==> src/rtl/msg_store_pkg.sv <==
// Constants and types for the keyed message store controller
package msg_store_pkg;
  localparam int CHAR_W = 7;
  localparam int ADDR_W = 10;
  localparam int BIT_W = 3;
  localparam logic [ADDR_W-1:0] ADDR_EMPTY = 10'h000;
  localparam logic [ADDR_W-1:0] ADDR_LAST = 10'h3FF;
  localparam logic [ADDR_W-1:0] WARN_FROM = 10'h3EF;
  localparam logic [ADDR_W-1:0] LOCK_FROM = 10'h3F7;
  localparam logic [BIT_W-1:0] BT_FIRST = 3'h0;
  localparam logic [BIT_W-1:0] BT_CBIT = 3'h6;
  localparam logic [BIT_W-1:0] BT_LAST = 3'h7;
  // End marker codes, both odd weight; values arbitrary
  localparam logic [CHAR_W-1:0] MARK_PLAIN = 7'h07;
  localparam logic [CHAR_W-1:0] MARK_CHECKED = 7'h0B;
  localparam int WR_W = ADDR_W + BIT_W + 1;
  localparam int FIFO_DEPTH = 16;
  localparam int CLK_HZ = 20_000_000;
  localparam int IDLE_SEC = 15;
  localparam int IDLE_CYC = IDLE_SEC * CLK_HZ;
  localparam int TCNT_W = 29;
  typedef enum logic [1:0] {
    PH_STAGE = 2'b00,
    PH_WRITE = 2'b01
  } phase_type;
endpackage : msg_store_pkg

==> src/rtl/msg_store_ctrl.sv <==
// Keyed message store controller with its write FIFO
module bit_fifo #(
  parameter int WIDTH = 14,
  parameter int DEPTH = 16
) (
  input wire logic i_sys_clk,
  input wire logic i_reset,
  // Fill side
  input wire logic i_in_valid,
  input wire logic [WIDTH-1:0] i_in_data,
  output logic o_in_ready,
  // Drain side
  output logic o_out_valid,
  output logic [WIDTH-1:0] o_out_data,
  input wire logic i_out_ready
);
  localparam int PW = $clog2(DEPTH);
  typedef struct packed {
    logic [DEPTH-1:0][WIDTH-1:0] mem;
    logic [PW-1:0] wp;
    logic [PW-1:0] rp;
    logic [PW:0] cnt;
  } fifo_type;
  fifo_type s_q, s_d;
  logic push, pop;
  assign o_in_ready = (s_q.cnt != DEPTH[PW:0]);
  assign o_out_valid = (s_q.cnt != '0);
  assign o_out_data = s_q.mem[s_q.rp];
  assign push = i_in_valid && o_in_ready;
  assign pop = o_out_valid && i_out_ready;
  // Pointer and count update
  always_comb begin
    s_d = s_q;
    if (push) begin
      s_d.mem[s_q.wp] = i_in_data;
      s_d.wp = s_q.wp + 1'b1;
    end
    if (pop) begin
      s_d.rp = s_q.rp + 1'b1;
    end
    if (push && !pop) begin
      s_d.cnt = s_q.cnt + 1'b1;
    end else if (pop && !push) begin
      s_d.cnt = s_q.cnt - 1'b1;
    end
  end
  always_ff @(posedge i_sys_clk) begin
    if (i_reset) begin
      s_q <= '0;
    end else begin
      s_q <= s_d;
    end
  end
endmodule : bit_fifo

module msg_store_ctrl
  import msg_store_pkg::*;
#(
  parameter int unsigned IDLE_CYCLES = IDLE_CYC
) (
  input wire logic i_sys_clk,
  input wire logic i_reset,
  // Operator keys and modes
  input wire logic i_enter_key,
  input wire logic i_printback_done,
  input wire logic i_backspace_key,
  input wire logic i_reset_key,
  input wire logic i_send_key,
  input wire logic i_line_return_key,
  input wire logic i_line_type_key,
  input wire logic i_communicate,
  input wire logic i_record_check,
  input wire logic i_answerback_tx,
  input wire logic i_single_cycle_halt,
  // Printer side
  input wire logic [CHAR_W-1:0] i_key_bits,
  input wire logic i_strobe,
  input wire logic i_io_cycle,
  input wire logic i_upper_case,
  output logic o_downshift,
  output logic o_motor_on,
  output logic o_kbd_unlock,
  output logic o_bell,
  // Lamps and status
  output logic o_enter_lamp,
  output logic o_standby_lamp,
  output logic o_status,
  output logic o_parity_error,
  output logic o_hold_loaded,
  output logic o_text_nonselected,
  output logic o_send_request,
  output logic o_printback_start,
  // Buffer store bit writes
  output logic o_wr_valid,
  output logic [WR_W-1:0] o_wr_data,
  input wire logic i_wr_ready
);
  typedef struct packed {
    logic enter;
    logic ild;
    logic entry_req;
    logic [CHAR_W-1:0] hold;
    logic loaded;
    logic clr;
    logic clr_gate;
    logic strobe_d;
    logic run;
    phase_type ph;
    logic [BIT_W-1:0] cnt;
    logic stage;
    logic par;
    logic perr;
    logic [ADDR_W-1:0] addr;
    logic arm;
    logic [TCNT_W-1:0] tcnt;
    logic tmo;
    logic bid;
    logic stop;
    logic rst_pend;
    logic blink;
    logic bell;
    logic tns;
    logic send_req;
    logic pb_start;
    logic downshift;
    logic motor;
    logic unlock;
    logic enter_lamp;
    logic status;
  } ctl_type;
  ctl_type s_q, s_d;
  logic fifo_rdy, push, start, done, quiet, warn, lock;
  logic [WR_W-1:0] push_data;

  assign warn = (s_q.addr >= WARN_FROM) && (s_q.addr < LOCK_FROM);
  assign lock = (s_q.addr >= LOCK_FROM);
  // Storage begins only once the printer strobe has gone away
  assign start = s_q.loaded && !i_strobe && !s_q.run;
  assign push = s_q.run && (s_q.ph == PH_WRITE);
  assign push_data = {s_q.addr, s_q.cnt, s_q.stage};
  assign done = s_q.run && (s_q.cnt == BT_LAST);
  assign quiet = s_q.arm && s_q.enter && i_communicate && !s_q.loaded
    && !i_enter_key && !i_line_return_key && !i_line_type_key;

  // Next state of the whole controller
  always_comb begin
    s_d = s_q;
    s_d.strobe_d = i_strobe;
    s_d.bell = 1'b0;
    s_d.tns = 1'b0;
    s_d.pb_start = 1'b0;
    // Entry request and downshift
    if (i_enter_key || (i_printback_done && !i_communicate)) begin
      s_d.entry_req = 1'b1;
    end
    // Print-back end restarts entry from an empty address as well
    if ((i_enter_key || (i_printback_done && !i_communicate)) && !s_q.run) begin
      s_d.addr = ADDR_EMPTY;
      if (i_upper_case) begin
        s_d.ild = 1'b1;
      end
    end
    if (!i_upper_case) begin
      s_d.ild = 1'b0;
    end
    if (s_q.entry_req && !i_upper_case && s_q.addr == ADDR_EMPTY) begin
      s_d.enter = 1'b1;
      s_d.entry_req = 1'b0;
    end
    // Load holding register on the strobe edge
    if (s_q.enter && i_strobe && !s_q.strobe_d && !s_q.loaded) begin
      s_d.hold = i_key_bits;
      s_d.loaded = 1'b1;
    end
    // Clear pulse, then gate held until the cycle ends
    if (s_q.loaded && i_io_cycle && !s_q.clr_gate && !s_q.stop) begin
      s_d.clr = 1'b1;
    end
    if (s_q.clr) begin
      s_d.clr = 1'b0;
      s_d.clr_gate = 1'b1;
      s_d.hold = s_q.hold & i_key_bits;
    end
    if (!i_io_cycle) begin
      s_d.clr_gate = 1'b0;
    end
    // Backspace never touches memory timing
    if (i_backspace_key && s_q.enter && !s_q.run && !s_q.loaded
        && s_q.addr != ADDR_EMPTY) begin
      s_d.addr = s_q.addr - 1'b1;
    end
    // Store cycle
    if (start) begin
      s_d.run = 1'b1;
      s_d.cnt = BT_FIRST;
      s_d.addr = s_q.addr + 1'b1;
      s_d.ph = PH_STAGE;
    end else if (done) begin
      s_d.run = 1'b0;
      s_d.hold = '0;
      s_d.loaded = 1'b0;
      s_d.par = 1'b0;
      if (s_q.stop) begin
        s_d.stop = 1'b0;
        s_d.bid = 1'b0;
        s_d.enter = 1'b0;
        s_d.send_req = i_communicate;
        s_d.pb_start = !i_communicate;
      end else if (warn) begin
        s_d.bell = 1'b1;
        s_d.blink = !s_q.blink;
      end
    end else if (s_q.run && s_q.ph == PH_STAGE) begin
      s_d.stage = s_q.hold[s_q.cnt];
      s_d.par = s_q.par ^ s_q.hold[s_q.cnt];
      s_d.ph = PH_WRITE;
    end else if (push && fifo_rdy) begin
      s_d.stage = 1'b0;
      s_d.cnt = s_q.cnt + 1'b1;
      s_d.ph = PH_STAGE;
      if (s_q.cnt == BT_CBIT && !s_q.par) begin
        s_d.perr = 1'b1;
        s_d.bell = 1'b1;
      end
    end
    // Send key: empty buffer ends entry at once
    if (i_send_key && s_q.enter && !s_q.bid) begin
      if (s_q.addr == ADDR_EMPTY && !s_q.loaded && !s_q.run) begin
        s_d.enter = 1'b0;
      end else begin
        s_d.bid = 1'b1;
      end
    end
    // Generated end marker, no printer cycle
    if (s_q.bid && !s_q.stop && !i_upper_case && !s_q.loaded && !s_q.run
        && !i_strobe) begin
      s_d.hold = i_record_check ? MARK_CHECKED : MARK_PLAIN;
      s_d.loaded = 1'b1;
      s_d.stop = 1'b1;
    end
    // Reset key waits for a store in progress
    if (i_reset_key) begin
      s_d.rst_pend = 1'b1;
      s_d.tns = i_communicate;
    end
    if (s_q.rst_pend && !s_q.run && !s_q.loaded) begin
      s_d.rst_pend = 1'b0;
      s_d.addr = ADDR_EMPTY;
      s_d.enter = 1'b0;
      s_d.perr = 1'b0;
      s_d.bid = 1'b0;
    end
    // Idle time-out; arming survives later sessions
    if (i_answerback_tx) begin
      s_d.arm = 1'b1;
    end
    if (quiet) begin
      if (s_q.tcnt != IDLE_CYCLES[TCNT_W-1:0] - 1'b1) begin
        s_d.tcnt = s_q.tcnt + 1'b1;
      end else if (!i_single_cycle_halt) begin
        s_d.tmo = 1'b1;
      end
    end else begin
      s_d.tcnt = '0;
    end
    if (s_q.tmo) begin
      s_d.tmo = 1'b0;
      s_d.tcnt = '0;
      if (s_q.arm && !s_q.run) begin
        s_d.addr = ADDR_EMPTY;
        s_d.enter = 1'b0;
        s_d.perr = 1'b0;
      end
    end
    // Registered outputs
    s_d.downshift = s_q.ild || (s_q.bid && i_upper_case);
    s_d.motor = s_q.enter || s_q.ild;
    s_d.unlock = s_q.enter && !s_q.perr && !lock && !s_q.bid;
    s_d.enter_lamp = s_q.enter && !(warn && s_q.blink);
    s_d.status = !s_q.enter;
  end

  // Power-on reset clears all state including arming, and sets status
  always_ff @(posedge i_sys_clk) begin
    if (i_reset) begin
      s_q <= '0;
      s_q.status <= 1'b1;
    end else begin
      s_q <= s_d;
    end
  end

  // Bit writes queue here so a slow store back-pressures timing
  bit_fifo #(
    .WIDTH(WR_W),
    .DEPTH(FIFO_DEPTH)
  ) u_fifo (
    .i_sys_clk(i_sys_clk),
    .i_reset(i_reset),
    .i_in_valid(push),
    .i_in_data(push_data),
    .o_in_ready(fifo_rdy),
    .o_out_valid(o_wr_valid),
    .o_out_data(o_wr_data),
    .i_out_ready(i_wr_ready)
  );

  assign o_downshift = s_q.downshift;
  assign o_motor_on = s_q.motor;
  assign o_kbd_unlock = s_q.unlock;
  assign o_bell = s_q.bell;
  assign o_enter_lamp = s_q.enter_lamp;
  assign o_standby_lamp = s_q.status;
  assign o_status = s_q.status;
  assign o_parity_error = s_q.perr;
  assign o_hold_loaded = s_q.loaded;
  assign o_text_nonselected = s_q.tns;
  assign o_send_request = s_q.send_req;
  assign o_printback_start = s_q.pb_start;

  // Checks beside the logic
  a_entry_gate: assert property (@(posedge i_sys_clk) disable iff (i_reset)
    $rose(s_q.enter) |-> $past(!i_upper_case && s_q.addr == ADDR_EMPTY))
    else $error("entry set without lower case and empty address");
  a_addr_advance: assert property (@(posedge i_sys_clk) disable iff (i_reset)
    start && !i_reset_key && !s_q.tmo |=> s_q.addr == $past(s_q.addr) + 1'b1
      && s_q.cnt == BT_FIRST)
    else $error("store start did not advance address");
  a_bit_staging: assert property (@(posedge i_sys_clk) disable iff (i_reset)
    s_q.run && s_q.ph == PH_STAGE && s_q.cnt != BT_LAST
      |=> s_q.stage == $past(s_q.hold[s_q.cnt]))
    else $error("wrong holding bit staged");
  a_parity_check: assert property (@(posedge i_sys_clk) disable iff (i_reset)
    push && fifo_rdy && s_q.cnt == BT_CBIT && !s_q.par && !i_reset_key
      |=> s_q.perr ##1 !s_q.unlock)
    else $error("parity fault not flagged");
  a_store_clear: assert property (@(posedge i_sys_clk) disable iff (i_reset)
    done |=> !s_q.loaded && s_q.hold == '0 && !s_q.par && !s_q.run)
    else $error("store done did not clear holding");
  a_backspace_step: assert property (@(posedge i_sys_clk) disable iff (i_reset)
    i_backspace_key && s_q.enter && !s_q.run && !s_q.loaded && !i_enter_key
      && s_q.addr != ADDR_EMPTY && !s_q.rst_pend && !s_q.tmo && !i_printback_done
      |=> s_q.addr == $past(s_q.addr) - 1'b1 && !s_q.run)
    else $error("backspace did not step back");
  a_lock_near_end: assert property (@(posedge i_sys_clk) disable iff (i_reset)
    s_q.enter && lock |=> !o_kbd_unlock)
    else $error("keyboard open near buffer end");
  a_empty_send: assert property (@(posedge i_sys_clk) disable iff (i_reset)
    i_send_key && s_q.enter && !s_q.bid && s_q.addr == ADDR_EMPTY && !s_q.loaded
      && !s_q.run && !s_q.entry_req |=> !s_q.enter ##1 !s_q.loaded)
    else $error("empty send did not end entry");
  a_marker_ends: assert property (@(posedge i_sys_clk) disable iff (i_reset)
    done && s_q.stop |=> !s_q.enter ##2 !o_enter_lamp)
    else $error("end marker did not end entry");
  a_idle_restart: assert property (@(posedge i_sys_clk) disable iff (i_reset)
    s_q.loaded || i_enter_key || i_line_return_key || i_line_type_key |=> s_q.tcnt == '0)
    else $error("idle delay not restarted");
  c_char_store: cover property (@(posedge i_sys_clk) disable iff (i_reset)
    start ##[1:40] done);
  c_end_marker: cover property (@(posedge i_sys_clk) disable iff (i_reset)
    done && s_q.stop);
  c_idle_expiry: cover property (@(posedge i_sys_clk) disable iff (i_reset)
    s_q.tmo && s_q.arm);
endmodule : msg_store_ctrl

==> config.mk <==
export PLATFORM = sky130hd
export DESIGN_NAME = msg_store_ctrl
export DESIGN_NICKNAME = d
export VERILOG_FILES = /design/src/rtl/msg_store_pkg.sv /design/src/rtl/msg_store_ctrl.sv
export SDC_FILE = /design/constraint.sdc
export NUM_CORES = 1
export LEC_CHECK = 0
export BUFFER_PORTS_ARGS = -buffer_cell sky130_fd_sc_hd__buf_2
export CORE_AREA = 3 3 229 231
export CTS_BUF_LIST = sky130_fd_sc_hd__clkbuf_4
export CTS_CLUSTER_DIAMETER = 40
export DETAILED_ROUTE_END_ITERATION = 12
export DIE_AREA = 0 0 232 234
export PLACE_DENSITY = 0.48
export SLEW_MARGIN = 20
export SYNTH_ARGS = -nofsm -noshare
export SYNTH_HDL_FRONTEND = slang
export SYNTH_SLANG_ARGS = --single-unit
==> constraint.sdc <==
create_clock -name i_sys_clk -period 8.85 [get_ports i_sys_clk]
set_clock_uncertainty 0.1 [all_clocks]
set_input_delay 0.4425 -clock i_sys_clk [delete_from_list [all_inputs] [get_ports i_sys_clk]]
set_output_delay 0.4425 -clock i_sys_clk [all_outputs]
set_load 0.005 [all_outputs]
======== Yosys cells after proc, flatten, opt, wreduce, memory -nomap -nowiden ========
Index checks and enable logic that the tools add are counted.
storage, ports and cells
  flip-flop bits (word level) ............. 314
  bits of input ports ..................... 24
  output and inout bits ................... 27
  word-level logic and storage cells ...... 238
cells by class
  $add $sub $neg .......................... 8
  $lt $le $gt $ge ......................... 7
  equality and inequality tests ........... 6
  muxes and demuxes ....................... 58
  bitwise gates (word level) .............. 10
  reductions and logical operators ........ 99
operators by type and width
  operator                                                                       count
  224-bit bitwise mux                                                            1
  14-bit binary-select mux with 4-bit select                                     1
  14-bit demux with 4-bit select                                                 1
  1-bit logical AND                                                              50
  11-bit 2-to-1 mux                                                              3
  8-bit 2-to-1 mux                                                               4
  1-bit 2-to-1 mux                                                               30
  10-bit 2-to-1 mux                                                              3
  29-bit by 1-bit adder with 29-bit output (second input constant)               1
  29-bit != test (second input constant)                                         1
  14-bit 2-to-1 mux                                                              2
  10-bit >= comparator (second input constant)                                   2
  1-bit zero test                                                                20
  6-bit 2-to-1 mux                                                               3
  2-bit OR reduction                                                             7
  10-bit by 1-bit adder with 10-bit output (second input constant)               1
  10-bit zero test                                                               1
  10-bit less-than comparator (second input constant)                            1
  4-bit by 5-bit less-than comparator with 1-bit output (second input constant)  2
  5-bit 2-to-1 mux                                                               2
  10-bit nonzero test                                                            1
  2-bit nonzero test                                                             5
  10-bit by 1-bit subtractor with 10-bit output (second input constant)          1
  3-bit AND reduction                                                            3
  other kinds (25)                                                               42

======== Depth between registers and ports, before layout ========
  depth in word-level cells ............... 12
  gate-level depth with buffers ........... 12
  depth with buffers taken out ............ 11

======== Hierarchy ========
Synthesis repeated with hierarchy kept, for this count alone.
unflattened totals
  cells, all modules ...................... 1400
  area, all modules ....................... 14617.8 um^2
modules (own cells, without submodules)
  module          instances  cells an instance  area an instance (um^2)  sequential area each (um^2)
  bit_fifo        1          959                10815.4                  4744.6
  msg_store_ctrl  1          441                3802.4                   1521.5

======== Least setup slack after synthesis ========
No wires, ideal clock.
  kind .................................... reg-to-reg
  start point ............................. reg u_fifo.s_q[0] in the netlist's numbering
  end point ............................... reg u_fifo.s_q[4] in the netlist's numbering
  library setup time ...................... 0.070 ns
  arrival ................................. 2.663 ns
  required time ........................... 8.680 ns
  setup slack ............................. 6.016 ns
  cell stages (with the launch flop) ...... 12
  path buffers ............................ 0
  period minus slack after synthesis ...... 2.834 ns
  path through ............................ dfxtp_1 -> or4_1 -> o21a_1 -> inv_1 -> ha_1 -> inv_1 -> fa_1 -> a21o_1 -> a21oi_1 -> xnor2_1 -> or3_1 -> a21oi_1
between the ends
  cells in the longest elaborated chain, start to end .. 5
  elaborated cells on any way between the ends .. 13
  classes of those cells .................. add/sub (2); eq/ne (1); mux (2); reduce/logical (8)
RTL lines
  element                                                                              RTL line              text
  from (decl)                                                                          msg_store_ctrl.sv:24  fifo_type s_q, s_d;
  from (signal assigned)                                                               msg_store_ctrl.sv:49  s_q <= '0;
  from (signal assigned)                                                               msg_store_ctrl.sv:51  s_q <= s_d;
  branches (longest 5 deep; another with 5-bit by 1-bit subtractor with 5-bit output)  --
Parallel ways; which one is timed is not known. The select of a mux whose other input is x is not followed.
A chain may end at the register's enable or synchronous reset.

======== Final worst setup path ========
  start point ............................. reg u_fifo.s_q[5] in the netlist's numbering
  end point ............................... out o_wr_data[5]
between the ends
  cells in the longest elaborated chain, start to end .. 2
RTL lines
  element                                     RTL line              text
  14-bit binary-select mux with 4-bit select  msg_store_ctrl.sv:28  assign o_out_data = s_q.mem[s_q.rp];
  14-bit 2-to-1 mux (not written as such)     msg_store_ctrl.sv:28
  to (decl)                                   msg_store_ctrl.sv:95  output logic [WR_W-1:0] o_wr_data,
Every way passes these cells. The select of a mux whose other input is x is not followed.

==> results.toml <==
[worst_setup_path]
path_cells = "buf_4 -> mux4_2 -> mux4_2 -> buf_2"
cp.required_ps = 8310
crit_cells = 4
crit_family = "multiplexers"
critPathBufInv = 2
critPathMaxStageDelay_ps = 660
arrival_ps = 3400
crit_type = "flop to primary output"
critPathMostFrequentCell = "mux4_2"
cp_max_fo = 39
worstSetupEndpointType = "primary output"
reg2reg_depth = 11
slowest_stage = "buf_4"
crit_path_start_kind = "flop"

[global_route]
grt_antenna_before_repair = 1
grt_pass1_vias = 11700
grt_use_total = 0.156
grt_max_degree = 104
grt_first_pass_wirelength_mm = 66.2
grt-ovfl-total = 0

[logic_synthesis]
synth_top_area_frac = 0.443
yosys_warnings = 0
synth_commonest_cells = "nand2_1, dfxtp_1, a21oi_1, mux4_2, nor2_1"
synth.most_common_cell = "nand2_1"
synth_seq_cells = 313
synth_edf_count = 0
yosysTopAreaCell = "dfxtp_1"
synthFlopType = "dfxtp_1"
syn-cell-area_um2 = 14100
synthCells = 1648
synth_fp_nets = 1688
yosysSeqAreaShare = 0.443
netlist-cell-type-count = 71
async_flop_share = 0
synthTopCellsByArea = "dfxtp_1, nand2_1, mux4_2"
synth_area_per_cell_um2 = 8.58

[flow_run]
cap_viol_max_count = 0

[final_layout]
instances_no_fill = 2411
fillCellCount = 5359
drive_gt1_frac = 0.170
synthToLayoutAreaGrowth_pct = 13.4
nNetsFinal = 1717
design_area_um2 = 16000

[route]
dr_wl_met3_mm = 2.78
wl_mm = 42.4
wl_per_cell_um = 17.6
drcViolationCount = 0
drtIter0Drc = 840
first_pass_iters = 5
wl_met1_mm = 18.1
route.met2.wl_mm = 20.7
via_per_inst = 4.94
ant_nets = 0
routed.top_layer = "met4"
vias = 11900

[clock_tree]
cts_tree = "done"
cts.reportedPaths.clkPinSlew_ps = 70
cts_resized = 0
postCtsSetupBuffers = 0
cts_hold_buf = 21
cts_root_buf = "clkbuf_4"
cts_inserted_buffers = 92
cts_sinks = 313
insertion_delay_ps = 810
cts_max_level = 3
cts_buffer_depth = 3

[timing]
max_freq_mhz = 254
worstMarginPinSlew_ps = 1100
finalSetupTns_ps = 0
period_minus_slack_ps = 3940
finalSetupViolations = 0
rsz0062_at_grt = "false"
period_share = 0.445
maxSlewHeadroom = 0.264
hold_viol_final = 0
slew_viol_final = 0

[placed_design]
portBuffers = 50
post-dp-hpwl_mm = 26.3
routabilityCongestion = 0.768
dp_cells = 2234
placed_cell_area_um2 = 14700

[floorplan]
fp.dieW_um = 232
ios = 51
start_util = 0.281
core-area_um2 = 50300
die-area_um2 = 54300
die_y_um = 234
fp-row-count = 82

[pwr]
vdd_drop_max_uv = 104
total_leakage_power_nw = 5.18
p_per_area_nw_per_um2 = 196

[outcome]
outcome = "finished, final reports clean"

[hold_path]
hold_path_depth = 4
hp-class = "input port to flop"
where the power goes:
part | switching (W) | internal (W) | leakage (nW)
combinational | 0.000164 | 0.000144 | 1.97
clock | 0.000632 | 0.000731 | 0.678
sequential | 0.0000461 | 0.00143 | 2.53
sequential cells by signal, summed over array words and instances, names as in the netlist:
name	flops
o_text_nonselected	1
o_kbd_unlock	1
push_data	14
o_parity_error	1
o_standby_lamp	1
o_downshift	1
o_bell	1
o_send_request	1
s_q	51
u_fifo.s_q	237
o_hold_loaded	1
o_printback_start	1
o_enter_lamp	1
o_motor_on	1
routing by layer:
layer,GRT usage,vias up
li1,-,5789
met1,0.196,5743
met2,0.261,328
met3,0.0371,49
met4,0.0583,0
met5,0,-
logic make-up (layout without fill, tap and decap cells):
kind of cell | count (synthesis) | in the layout | synth area share
other | 0 | 2 | 0
xor gates and xnor gates | 31 | 31 | 0.0192
DFF | 313 | 313 | 0.443
AOI/OAI and AO/OA | 331 | 331 | 0.128
buffers and inverters | 161 | 250 | 0.0517
adders and majority gates | 16 | 16 | 0.0147
muxes | 86 | 86 | 0.124
and+or+nand+nor | 710 | 710 | 0.220
cell type report:
| type | instances | area, um^2 | share of cell area |
|---|---|---|---|
| diodes | 2 | 5.00 | 0.000312 |
| well taps | 672 | 841 | 0.0525 |
| flip-flops and latches | 313 | 6280 | 0.392 |
| clock inverters | 24 | 166 | 0.0104 |
| inverters | 17 | 63.8 | 0.00398 |
| clock buffers | 130 | 976 | 0.0609 |
| repair buffers | 79 | 533 | 0.0333 |
| multi-input cells | 1174 | 7170 | 0.447 |
path summary, 6_finish.rpt:
path	startpoint	to	slack [ps]
setup / recovery	u_fifo.s_q[5]$_SDFFE_PP0P_	o_wr_data[5]	4910
hold / removal	i_printback_done	s_q[74]$_SDFFE_PP0N_	100
setup reg to reg	s_q[62]$_SDFFE_PP0N_	u_fifo.s_q[4]$_SDFFE_PP0P_	5640
hold reg to reg	u_fifo.s_q[65]$_SDFFE_PP0P_	u_fifo.s_q[65]$_SDFFE_PP0P_	350
placed cells by master, fill, tap and decap left out, types with 8 or more instances in the layout:
cell type / Yosys / final
a21oi_1: 263 / 263
and3_1: 21 / 21
buf_2: 46 / 49
clkbuf_4: 0 / 130
clkinv_1: 0 / 12
dfxtp_1: 313 / 307
dlygate4sd3_1: 0 / 21
ha_1: 15 / 15
inv_1: 17 / 17
mux2i_1: 15 / 15
mux4_2: 71 / 71
nand2_1: 478 / 478
nand2b_1: 8 / 8
nand3_1: 34 / 34
nand4_1: 15 / 15
nor2_1: 67 / 67
nor3_1: 17 / 16
nor4_1: 9 / 9
o21ai_0: 21 / 21
or3_1: 15 / 15
xnor2_1: 21 / 21
xor2_1: 10 / 10
worst min-delay path, cell delays in order:
cell and delay, ps:
buf_2 100, nor2b_1 160, nor3_1 150, a211oi_1 70
through the flow:
step / power [W] / util / hold slack, ps / setup WS (ps)
finish: 0.00314 / 0.319 / 104 / 4910
global route: 0.00332 / 0.319 / 112 / 4680
CTS: 0.00321 / 0.318 / 18.9 / 4750
detailed placement: 0.00181 / 0.292 / 343 / 5650
global placement: 0.00181 / 0.292 / 339 / 5690
floorplan: 0.00173 / - / 328 / 6020
(Power assumes the default switching activity.)
